File: src/design/tsr_pkg.sv
/*
 Shared constants and carriers for the touch sample readout port.
 Assumes a byte-addressed register access port, one clock and a single acquisition source.
*/
package tsr_pkg;
  localparam logic [7:0] ADDR_X_MSB = 8'h4d;
  localparam logic [7:0] ADDR_X_LSB = 8'h4e;
  localparam logic [7:0] ADDR_Y_MSB = 8'h4f;
  localparam logic [7:0] ADDR_Y_LSB = 8'h50;
  localparam logic [7:0] ADDR_Z = 8'h51;
  localparam logic [7:0] ADDR_FRACT = 8'h56;
  localparam logic [7:0] ADDR_DRIVE = 8'h58;
  localparam logic [7:0] ADDR_FIXED = 8'h5b;
  localparam logic [7:0] ADDR_PACKED = 8'h5c;
  localparam logic [7:0] PACKED_LAST = 8'h5f;

  localparam logic [7:0] RST_BYTE = 8'h00;
  localparam logic [2:0] RST_FRACT = 3'h0;
  localparam logic RST_DRIVE = 1'b0;
  localparam int FRACT_LSB = 0;
  localparam int DRIVE_BIT = 0;

  localparam logic [2:0] MODE_XYZ = 3'h0;
  localparam logic [2:0] MODE_XY = 3'h1;
  localparam logic [2:0] MODE_X = 3'h2;
  localparam logic [2:0] MODE_Y = 3'h3;
  localparam logic [2:0] MODE_Z = 3'h4;

  localparam logic [2:0] LEN_XYZ = 3'h4;
  localparam logic [2:0] LEN_XY = 3'h3;
  localparam logic [2:0] LEN_ONE = 3'h2;
  localparam logic [2:0] LEN_Z = 3'h1;
  localparam logic [2:0] LEN_NONE = 3'h0;

  localparam int FIFO_DEPTH = 8;
  localparam int SAMPLE_W = 32;

  typedef struct packed {
    logic [11:0] x;
    logic [11:0] y;
    logic [7:0] z;
  } tsr_sample_t;

  typedef struct packed {
    logic rd;
    logic wr;
    logic [7:0] addr;
    logic [7:0] wdata;
  } tsr_reg_req_t;
endpackage

File: src/design/tsr_fifo.sv
/*
 Sample FIFO with valid/ready on both sides and parameterised width and depth.
 Assumes DEPTH is a power of two; push and pop in one cycle are both honoured unless full, when only the pop is taken, or empty, when only the push is.
*/
`timescale 1ns/1ps
`default_nettype none
module tsr_fifo #(
  parameter int W = 32,
  parameter int DEPTH = 8
) (
  input wire logic ref_clk_i,
  input wire logic rst_b_i,
  input wire logic in_valid_i,
  output logic in_ready_o,
  input wire logic [W-1:0] in_data_i,
  output logic out_valid_o,
  input wire logic out_ready_i,
  output logic [W-1:0] out_data_o,
  output logic [$clog2(DEPTH):0] count_o
);
  localparam int AW = $clog2(DEPTH);
  logic [W-1:0] mem [DEPTH];
  logic [AW-1:0] wr_ptr, rd_ptr, next_wr_ptr, next_rd_ptr;
  logic [AW:0] count, next_count;
  logic push, pop;

  assign in_ready_o = (count != DEPTH[AW:0]);
  assign out_valid_o = (count != '0);
  assign out_data_o = mem[rd_ptr];
  assign count_o = count;

  always_comb begin
    push = in_valid_i && in_ready_o;
    pop = out_valid_o && out_ready_i;
    next_wr_ptr = push ? wr_ptr + 1'b1 : wr_ptr;
    next_rd_ptr = pop ? rd_ptr + 1'b1 : rd_ptr;
    next_count = count + {{AW{1'b0}}, push} - {{AW{1'b0}}, pop};
  end

  always_ff @(posedge ref_clk_i or negedge rst_b_i) begin
    if (!rst_b_i) begin
      wr_ptr <= '0;
      rd_ptr <= '0;
      count <= '0;
    end else begin
      wr_ptr <= next_wr_ptr;
      rd_ptr <= next_rd_ptr;
      count <= next_count;
    end
  end

  // Storage has no reset; only written words are ever read out
  always_ff @(posedge ref_clk_i) begin
    if (push) begin
      mem[wr_ptr] <= in_data_i;
    end
  end
endmodule
`default_nettype wire

File: src/design/tsr_byte_pack.sv
/*
 Picks one byte of a packed sample by operating mode and byte index.
 Assumes the caller keeps the index below the returned length.
*/
`timescale 1ns/1ps
`default_nettype none
module tsr_byte_pack (
  input wire logic [2:0] mode_i,
  input wire tsr_pkg::tsr_sample_t sample_i,
  input wire logic [1:0] idx_i,
  output logic [7:0] byte_o,
  output logic [2:0] len_o
);
  logic [7:0] xyz [4];

  always_comb begin
    xyz[0] = sample_i.x[11:4];
    xyz[1] = {sample_i.x[3:0], sample_i.y[11:8]};
    xyz[2] = sample_i.y[7:0];
    xyz[3] = sample_i.z;
    byte_o = 8'h00;
    len_o = tsr_pkg::LEN_NONE;
    case (mode_i)
      tsr_pkg::MODE_XYZ: begin
        len_o = tsr_pkg::LEN_XYZ;
        byte_o = xyz[idx_i];
      end
      tsr_pkg::MODE_XY: begin
        len_o = tsr_pkg::LEN_XY;
        byte_o = xyz[idx_i];
      end
      tsr_pkg::MODE_X: begin
        len_o = tsr_pkg::LEN_ONE;
        byte_o = idx_i[0] ? {sample_i.x[3:0], 4'h0} : sample_i.x[11:4];
      end
      tsr_pkg::MODE_Y: begin
        len_o = tsr_pkg::LEN_ONE;
        byte_o = idx_i[0] ? {sample_i.y[3:0], 4'h0} : sample_i.y[11:4];
      end
      tsr_pkg::MODE_Z: begin
        len_o = tsr_pkg::LEN_Z;
        byte_o = sample_i.z;
      end
      default: begin
        len_o = tsr_pkg::LEN_NONE;
        byte_o = 8'h00;
      end
    endcase
  end
endmodule
`default_nettype wire

File: src/design/tsr_readout.sv
/*
 Touch sample readout port: buffers acquired samples and hands them to the host as
 packed bytes through the register access port, plus the pressure fraction and
 driver current limit settings.
 Assumes the register access port and the acquisition logic share ref_clk_i, and that
 the operating mode comes from the touch control register held elsewhere.
*/
// How it works
// - Read-only byte port drains FIFO, resets 0x00
// - Byte layout follows the acquisition operating mode
// - Each sample is one packed byte group
// - Incrementing and fixed-address reads both work
// - Mode 000 four bytes, 001 first three
// - Modes 010/011 two bytes, 100 one byte
// - Three-bit pressure fraction selector, reset zero
// - Drive bit picks 20 or 50 mA
// - Packed register usable only in 000/001
// - Fixed port: same layout, one address
// - X result readable in every mode
`timescale 1ns/1ps
`default_nettype none
module tsr_readout (
  input wire logic ref_clk_i,
  input wire logic rst_b_i,
  input wire logic [2:0] acquisition_op_select_i,
  input wire logic smp_valid_i,
  output logic smp_ready_o,
  input wire tsr_pkg::tsr_sample_t smp_i,
  input wire tsr_pkg::tsr_reg_req_t reg_req_i,
  output logic [7:0] reg_rdata_o,
  output logic [3:0] sample_count_o,
  output logic [2:0] pressure_fraction_select_o,
  output logic drive_high_current_o
);
  tsr_pkg::tsr_sample_t head;
  logic [tsr_pkg::SAMPLE_W-1:0] head_bits;
  logic head_valid;
  logic pop;
  logic [7:0] pack_byte;
  logic [2:0] pack_len;
  logic [1:0] byte_idx, next_byte_idx;
  logic [2:0] last_mode;
  logic [7:0] next_rdata;
  logic [2:0] next_fract;
  logic next_drive;
  logic mode_chg, packed_addr, packed_ok, fixed_addr, stream_rd, last_byte;

  // Back-pressure reaches the acquisition side through smp_ready_o
  tsr_fifo #(
    .W(tsr_pkg::SAMPLE_W),
    .DEPTH(tsr_pkg::FIFO_DEPTH)
  ) u_fifo (
    .ref_clk_i(ref_clk_i),
    .rst_b_i(rst_b_i),
    .in_valid_i(smp_valid_i),
    .in_ready_o(smp_ready_o),
    .in_data_i(smp_i),
    .out_valid_o(head_valid),
    .out_ready_i(pop),
    .out_data_o(head_bits),
    .count_o(sample_count_o)
  );
  // An empty buffer shows zeros, so the result registers read their reset value
  assign head = head_valid ? tsr_pkg::tsr_sample_t'(head_bits) : '0;

  tsr_byte_pack u_pack (
    .mode_i(acquisition_op_select_i),
    .sample_i(head),
    .idx_i(byte_idx),
    .byte_o(pack_byte),
    .len_o(pack_len)
  );

  always_comb begin
    mode_chg = (acquisition_op_select_i != last_mode);
    fixed_addr = (reg_req_i.addr == tsr_pkg::ADDR_FIXED);
    packed_addr = (reg_req_i.addr >= tsr_pkg::ADDR_PACKED)
                  && (reg_req_i.addr <= tsr_pkg::PACKED_LAST);
    packed_ok = packed_addr && ((acquisition_op_select_i == tsr_pkg::MODE_XYZ)
                || (acquisition_op_select_i == tsr_pkg::MODE_XY));
    // Both ports walk the same internal index, so an incrementing read across
    // the packed window and repeated reads at one address give the same bytes
    stream_rd = reg_req_i.rd && (fixed_addr || packed_ok) && head_valid
                && (pack_len != tsr_pkg::LEN_NONE) && !mode_chg;
    last_byte = ({1'b0, byte_idx} == pack_len - 3'h1);
    pop = stream_rd && last_byte;
    if (mode_chg || pop) begin
      next_byte_idx = 2'h0;
    end else if (stream_rd) begin
      next_byte_idx = byte_idx + 2'h1;
    end else begin
      next_byte_idx = byte_idx;
    end
  end

  always_comb begin
    next_rdata = reg_rdata_o;
    if (reg_req_i.rd) begin
      next_rdata = 8'h00;
      case (1'b1)
        stream_rd: next_rdata = pack_byte;
        reg_req_i.addr == tsr_pkg::ADDR_X_MSB: next_rdata = {4'h0, head.x[11:8]};
        reg_req_i.addr == tsr_pkg::ADDR_X_LSB: next_rdata = head.x[7:0];
        reg_req_i.addr == tsr_pkg::ADDR_Y_MSB: next_rdata = {4'h0, head.y[11:8]};
        reg_req_i.addr == tsr_pkg::ADDR_Y_LSB: next_rdata = head.y[7:0];
        reg_req_i.addr == tsr_pkg::ADDR_Z: next_rdata = head.z;
        reg_req_i.addr == tsr_pkg::ADDR_FRACT: next_rdata = {5'h00, pressure_fraction_select_o};
        reg_req_i.addr == tsr_pkg::ADDR_DRIVE: next_rdata = {7'h00, drive_high_current_o};
        default: next_rdata = 8'h00;
      endcase
    end
  end

  always_comb begin
    next_fract = pressure_fraction_select_o;
    next_drive = drive_high_current_o;
    if (reg_req_i.wr && reg_req_i.addr == tsr_pkg::ADDR_FRACT) begin
      next_fract = reg_req_i.wdata[tsr_pkg::FRACT_LSB +: 3];
    end
    if (reg_req_i.wr && reg_req_i.addr == tsr_pkg::ADDR_DRIVE) begin
      next_drive = reg_req_i.wdata[tsr_pkg::DRIVE_BIT];
    end
  end

  always_ff @(posedge ref_clk_i or negedge rst_b_i) begin
    if (!rst_b_i) begin
      byte_idx <= 2'h0;
      last_mode <= tsr_pkg::MODE_XYZ;
      reg_rdata_o <= tsr_pkg::RST_BYTE;
      pressure_fraction_select_o <= tsr_pkg::RST_FRACT;
      drive_high_current_o <= tsr_pkg::RST_DRIVE;
    end else begin
      byte_idx <= next_byte_idx;
      last_mode <= acquisition_op_select_i;
      reg_rdata_o <= next_rdata;
      pressure_fraction_select_o <= next_fract;
      drive_high_current_o <= next_drive;
    end
  end
endmodule
`default_nettype wire

File: config.mk
export PLATFORM = sky130hd
export DESIGN_NAME = tsr_readout
export DESIGN_NICKNAME = d
export VERILOG_FILES = /design/src/design/tsr_pkg.sv /design/src/design/tsr_fifo.sv /design/src/design/tsr_byte_pack.sv /design/src/design/tsr_readout.sv
export SDC_FILE = /design/constraint.sdc
export NUM_CORES = 1
export LEC_CHECK = 0
export BUFFER_PORTS_ARGS = -buffer_cell sky130_fd_sc_hd__buf_4
export CORE_MARGIN = 2
export CORE_UTILIZATION = 45
export DETAILED_ROUTE_END_ITERATION = 6
export REMOVE_ABC_BUFFERS = 1
export SLEW_MARGIN = 10
export SYNTH_ARGS = -nofsm -noshare
export SYNTH_HDL_FRONTEND = slang
export SYNTH_SLANG_ARGS = --single-unit
File: constraint.sdc
create_clock -name ref_clk_i -period 4.96 [get_ports ref_clk_i]
set_input_delay 0.496 -clock ref_clk_i [delete_from_list [all_inputs] [get_ports ref_clk_i]]
set_output_delay 0.496 -clock ref_clk_i [all_outputs]
set_load 0.01 [all_outputs]
### After elaboration in Yosys (flattened, before gate mapping)

Memory sizes are Yosys's and may differ from the RTL's.
Index checks and enable logic that the tools add are counted.

* reductions and logical operators: 21
* order comparisons: 3
* equality and inequality tests: 15
* bitwise operators: 1
* add/subtract/negate cells: 6
* multiplexer cells: 20

Operator list (number)
* $mux 8: 10
* $eq 8x7->1 const B: 8
* $mux 32: 1
* $pmux 8 s4: 1
* $bmux 8 s2: 1
* $pmux 3 s4: 1
* $logic_and 1x1->1: 11
* $ge 8x7->1 const B: 1
* $le 8x7->1 const B: 1
* $add 3x1->3 const B: 2
* $eq 3x2->1 const B: 2
* $add 4x1->4: 1
* $mux 2: 2
* $ne 4x4->1 const B: 1
* $reduce_bool 4->1: 1
* $reduce_or 2->1: 2
* $sub 4x1->4: 1
* $eq 2x3->1: 1
* $eq 3x1->1 const B: 1
* $eq 3x3->1 const B: 1
* $ge 3x3->1 const B: 1
* $logic_not 3->1: 1
* $logic_or 1x1->1: 3
* $mux 1: 3
* 8 further kinds: 8

* output and inout bits: 17
* bits in registers: 27
* word-level logic and storage cells: 75
* memories kept: 1
* input bits: 56
* memory bits (writable): 256

Memory list
* u_fifo.mem: words 8, width 32, rd ports 1, clocked after Yosys merged registers in 0, wr ports 1, line tsr_fifo.sv:22 `logic [W-1:0] mem [DEPTH];`

### Logic depth before layout (Yosys ltp)

* depth in word-level cells: 11
* gate-level depth with buffers: 14
* mapped depth without buffers: 13

### Cells and area by module

From an unflattened synthesis, not the netlist that was laid out.

* cell total of the unflattened synthesis: 667
* area total of the unflattened synthesis: 12405.6 sq um

Modules (own cells, without submodules)
* tsr_fifo: area an instance 10286.1 sq um, instances 1, cells an instance 425, seq. area each 7937.6 sq um
* tsr_readout: area an instance 1541.5 sq um, instances 1, cells an instance 189, seq. area each 425.4 sq um
* tsr_byte_pack: area an instance 578.1 sq um, instances 1, cells an instance 53, seq. area each 0.0 sq um

### Worst setup path before layout

No wires, ideal clock.

* kind: register -> register
* start: reg u_fifo.count[2], in the netlist u_fifo.count_o[2]
* end: mem u_fifo.mem[0][0] (enable)
* library setup time: 461 ps
* data arrival time: 3465 ps
* setup slack: 1034 ps
* required time: 4499 ps
* buffers on the path: 1
* stages on the path, launching flop included: 8
* clock period less this slack: 3926 ps
* path through: dfrtp_1 inv_1 ha_1 nand3_1 and2_1 clkbuf_1 nand2b_1 nor3_1

* cells in the longest elaborated chain, start to end: 4

RTL lines
* start, declared: line tsr_fifo.sv:24 `logic [AW:0] count, next_count;`
* start signal, assigned: line tsr_fifo.sv:48 `count <= next_count;`
* $ne 4x4->1: line tsr_fifo.sv:27 `assign in_ready_o = (count != DEPTH[AW:0]);`
* net smp_ready_o: line tsr_readout.sv:27 `output logic smp_ready_o,`
* $logic_and 1x1->1: line tsr_fifo.sv:33 `push = in_valid_i && in_ready_o;`
* net u_fifo.push: line tsr_fifo.sv:25 `logic push, pop;`
* $mux 1: line tsr_fifo.sv:54 `if (push) begin`
* $mux 1 (implied by the code): line tsr_fifo.sv:55 `mem[wr_ptr] <= in_data_i;`
* end, declared: line tsr_fifo.sv:22

The timed path passes the listed nets, and every way through them passes these cells.

### Worst setup path after layout

* start: reg u_fifo.rd_ptr[0]
* end: reg reg_rdata_o[1]

* cells in the longest elaborated chain, start to end: 8
* elaborated cells between the ends (all ways): 14
* those cells by class: mux (13); memory (1)

RTL lines
* start, declared: line tsr_fifo.sv:23 `logic [AW-1:0] wr_ptr, rd_ptr, next_wr_ptr, next_rd_ptr;`
* start signal, assigned: line tsr_fifo.sv:47 `rd_ptr <= next_rd_ptr;`
* $mem_v2 8x32 *
* $mux 32 *: line tsr_readout.sv:64 `assign head = head_valid ? tsr_pkg::tsr_sample_t'(head_bits) : '0;`
* branches (longest 5 deep; another with $bmux 8 s2)
* $mux 8 *: line tsr_readout.sv:100 `case (1'b1)`
* end signal, assigned: line tsr_readout.sv:129 `reg_rdata_o <= tsr_pkg::RST_BYTE;`
* end signal, assigned: line tsr_readout.sv:135 `reg_rdata_o <= next_rdata;`
* end, declared: line tsr_readout.sv:30 `output logic [7:0] reg_rdata_o,`

Every way passes the cells marked *. The select of a mux whose other input is x is not followed.
A chain may end at the register's enable or synchronous reset.

==> impl_metrics.csv <==
group,metric,value,unit
timing,relSlewSlack,0.180,
worst_setup_path,reg2reg_depth,6,
clocking,ctsHtreeMaxLevel,1,
synthesis,synth_xor_area_frac,0.00948,
detailed_routing,ant_nets,0,
worst_setup_path,timing.rr.end,"reg_rdata_o[1]$_DFFE_PN0P_",
timing,period_needed,3090,ps
clocking,insertion_delay,560,ps
layout,final_layout_size_suffix_gt1_frac,0.279,
hold_path,hold_class,"in -> reg",
synthesis,synth_top_family_by_area,"multiplexers",
clocking,numClockSinks,283,
floorplanning,io_pins,73,
power,power_leakage,4.62,nW
detailed_routing,drtIter0Drc,653,
detailed_routing,drcViolationCount,9,
global_route,grt_max_degree,46,
layout,diodes,0,
hold_path,hold_depth,1,
layout,fin_area,13800,um^2
timing,finalSetupTns,0,ps
detailed_routing,routed_wl,26500,um
layout,areaGrowthSynthToFinish,15.3,%
detailed_routing,avgRoutedWirePerCell,24.2,um
timing,rsz0062_at_grt,"no",
place,post-dp-hpwl,16400,um
synthesis,synth.area.mux_share,0.163,
power,irDropWorstVdd,0.365,mV
detailed_routing,viasPerCell,5.91,
floorplanning,fp.dieW,167,um
global_route,grt.overflow.total,0,
synthesis,ys_seq_area_frac,0.696,
timing,hold-worst-slack,161,ps
clocking,cts_root_buffer,"clkbuf_16",
synthesis,yosysTopAreaCell,"edfxtp_1",
timing,max_freq,324,MHz
place,gp_routability_congestion,0.927,
power,total_power,5.96,mW
hold_path,min_from,"smp_i[13]",
floorplanning,row_count,59,
timing,finalHoldViolations,0,
hold_path,hold_end,"u_fifo.mem[5][13]$_DFFE_PP_",
clocking,cts_max_path_buffers,3,
layout,final_common_cell,"edfxtp_1",
clocking,cts.reportedPaths.clkPinSlew,60,ps
floorplanning,die_y,167,um
synthesis,synth_cell_type_count,64,
layout,nets,803,
status,status,"finished, violations left",
global_route,grt_pass1_wl,40300,um
layout,fin_util,0.530,
layout,fill_cells,2088,
global_route,antenna_found_initial,0,
worst_setup_path,crit_path_end_kind,"register",
place,postPlaceCellArea,12900,um^2
worst_setup_path,reg2reg_from,"u_fifo.rd_ptr[0]$_DFFE_PN0P_",
synthesis,synthAdderAreaFrac,0.0121,
status,violations,"DRC",
synthesis,postSynthAreaPerCell,18.3,um^2
synthesis,synth_compound_area_frac,0.0395,
synthesis,synth_area_leaders,"edfxtp_1 (64%), mux4_2 (8.6%), dfrtp_1 (5.6%)",
worst_setup_path,crit_type,"reg -> reg",
layout,final_cell_mix,"edfxtp_1 (256), buf_4 (79), mux4_2 (46), clkbuf_16 (30), mux2_2 (29)",
worst_setup_path,r2r_slack,1870,ps
clocking,post_cts_buffers,0,
global_route,grt_pass1_vias,6658,
detailed_routing,vias,6469,
timing,worst_slew_pin_slew,1200,ps
clocking,cts_made_buffers,30,
synthesis,synth_top_area_frac,0.640,
synthesis,yosysWarnings,0,
synthesis,synth-simple-area-share,0.0590,
synthesis,synth-edff-count,256,
worst_setup_path,critPathMaxFanout,41,
floorplanning,core,26100,um^2
worst_setup_path,critPathLaunchType,"register",
worst_setup_path,cp.required,5370,ps
worst_setup_path,worstPathArrival,3500,ps
synthesis,synthCells,656,
global_route,grt_usage,0.190,
power,power_density,431,nW/um^2
timing,finClkSkew,15.1,ps
timing,setup_viol,0,
floorplanning,initial_core_util,0.460,
clocking,cts_tree,"built",
synthesis,syn_area,12000,um^2
timing,timing.final.crit_share,0.623,
place,io_buffers,67,
flow_run,cap_violations,0,
synthesis,async_flop_share,0.0954,
floorplanning,dieArea,28000,um^2
synthesis,synth_seq_cells,283,
synthesis,dominantRegCellSynth,"edfxtp_1",
timing,slew_viol_final,0,
detailed_routing,drt_first_pass_iters,7,
## final cells by class
cell class,instances,area (um^2),area share
Clock buffer,47,835,0.0603
Inverter,11,41.3,0.00298
Tap cell,335,419,0.0303
Timing Repair Buffer,81,623,0.0450
Multi-Input combinational cell,329,3460,0.250
Clock inverter,9,100,0.00723
Sequential cell,283,8370,0.605
## cell usage after synthesis (4+ instances only)
library cell,count
a21oi_1,10
a22oi_1,6
a31oi_1,4
buf_2,13
buf_6,5
clkbuf_1,12
dfrtp_1,27
edfxtp_1,256
ha_1,10
inv_1,10
mux2_2,29
mux2i_1,13
mux4_1,17
mux4_2,46
nand2_1,18
nand2b_1,11
nand3_1,13
nand4_1,5
nor2_1,33
nor3_1,14
nor3b_1,4
nor4_1,5
o211ai_1,6
o21ai_0,7
o22ai_1,5
or3_1,4
or4_1,5
xnor2_1,9
xor2_1,4
## what timing repair did
item                                   in CTS  in global routing
endpoints found under the hold margin      27                  0
resized for setup                           0                  0
hold buffers                                1                  0
## sequential cells by signal, indices dropped and copies added (netlist names)
signal / cells
drive_high_current_o: 1
u_fifo.count_o: 4
last_mode: 3
pressure_fraction_select_o: 3
reg_rdata_o: 8
byte_idx: 2
u_fifo.rd_ptr: 3
u_fifo.wr_ptr: 3
u_fifo.mem: 256
## through the flow
stage                     std cells  setup slack [ps]
after CTS                      1095              1800
after global placement         1038              1560
final                          1095              1870
after floorplan                 623              1140
after global routing           1095              1650
after detailed placement       1038              1520
## report_power, final
group          total (mW)  internal (mW)  leakage [nW]  switching [mW]
Sequential           3.07           2.97          2.66          0.0982
Clock                2.09           1.21         0.446           0.874
Combinational       0.805          0.290          1.51           0.515
## critical path: stages (launching register included)
cell and delay [ps]:
dfrtp_4 940, buf_4 410, mux4_2 530, mux2i_1 420
o32ai_1 180, a221oi_1 350, o211ai_1 120
## per-layer routing
layer / vias to the layer above / global-route usage / routed length [um]
met5: - / 0 / 0
met3: 53 / 0.0241 / 1190
met4: 0 / 0.0556 / 629
li1: 2854 / - / -
met1: 3376 / 0.265 / 11500
met2: 186 / 0.317 / 13100
## worst max-delay path by stage
stage / start / slack (ps) / endpoint / depth (start not counted)
finish: u_fifo.rd_ptr[0]$_DFFE_PN0P_ / 1870 / reg_rdata_o[1]$_DFFE_PN0P_ / 6
global route: u_fifo.rd_ptr[0]$_DFFE_PN0P_ / 1650 / reg_rdata_o[1]$_DFFE_PN0P_ / 6
CTS: u_fifo.rd_ptr[0]$_DFFE_PN0P_ / 1800 / reg_rdata_o[5]$_DFFE_PN0P_ / 7
detailed placement: acquisition_op_select_i[2] / 1520 / u_fifo.count_o[3]$_DFF_PN0_ / 14
global placement: acquisition_op_select_i[2] / 1560 / u_fifo.count_o[3]$_DFF_PN0_ / 14
floorplan: u_fifo.count_o[2]$_DFF_PN0_ / 1140 / u_fifo.mem[0][0]$_DFFE_PP_ / 6
## logic make-up (layout without fill, tap and decap cells)
logic type      count (synthesis)  after routing
flops                         283            283
simple gates                  133            133
mux                           106            106
compound gates                 66             66
buf+inv                        44            148
xor+xnor                       13             13
fa+ha+maj                      11             11
(Power assumes the default switching activity.)
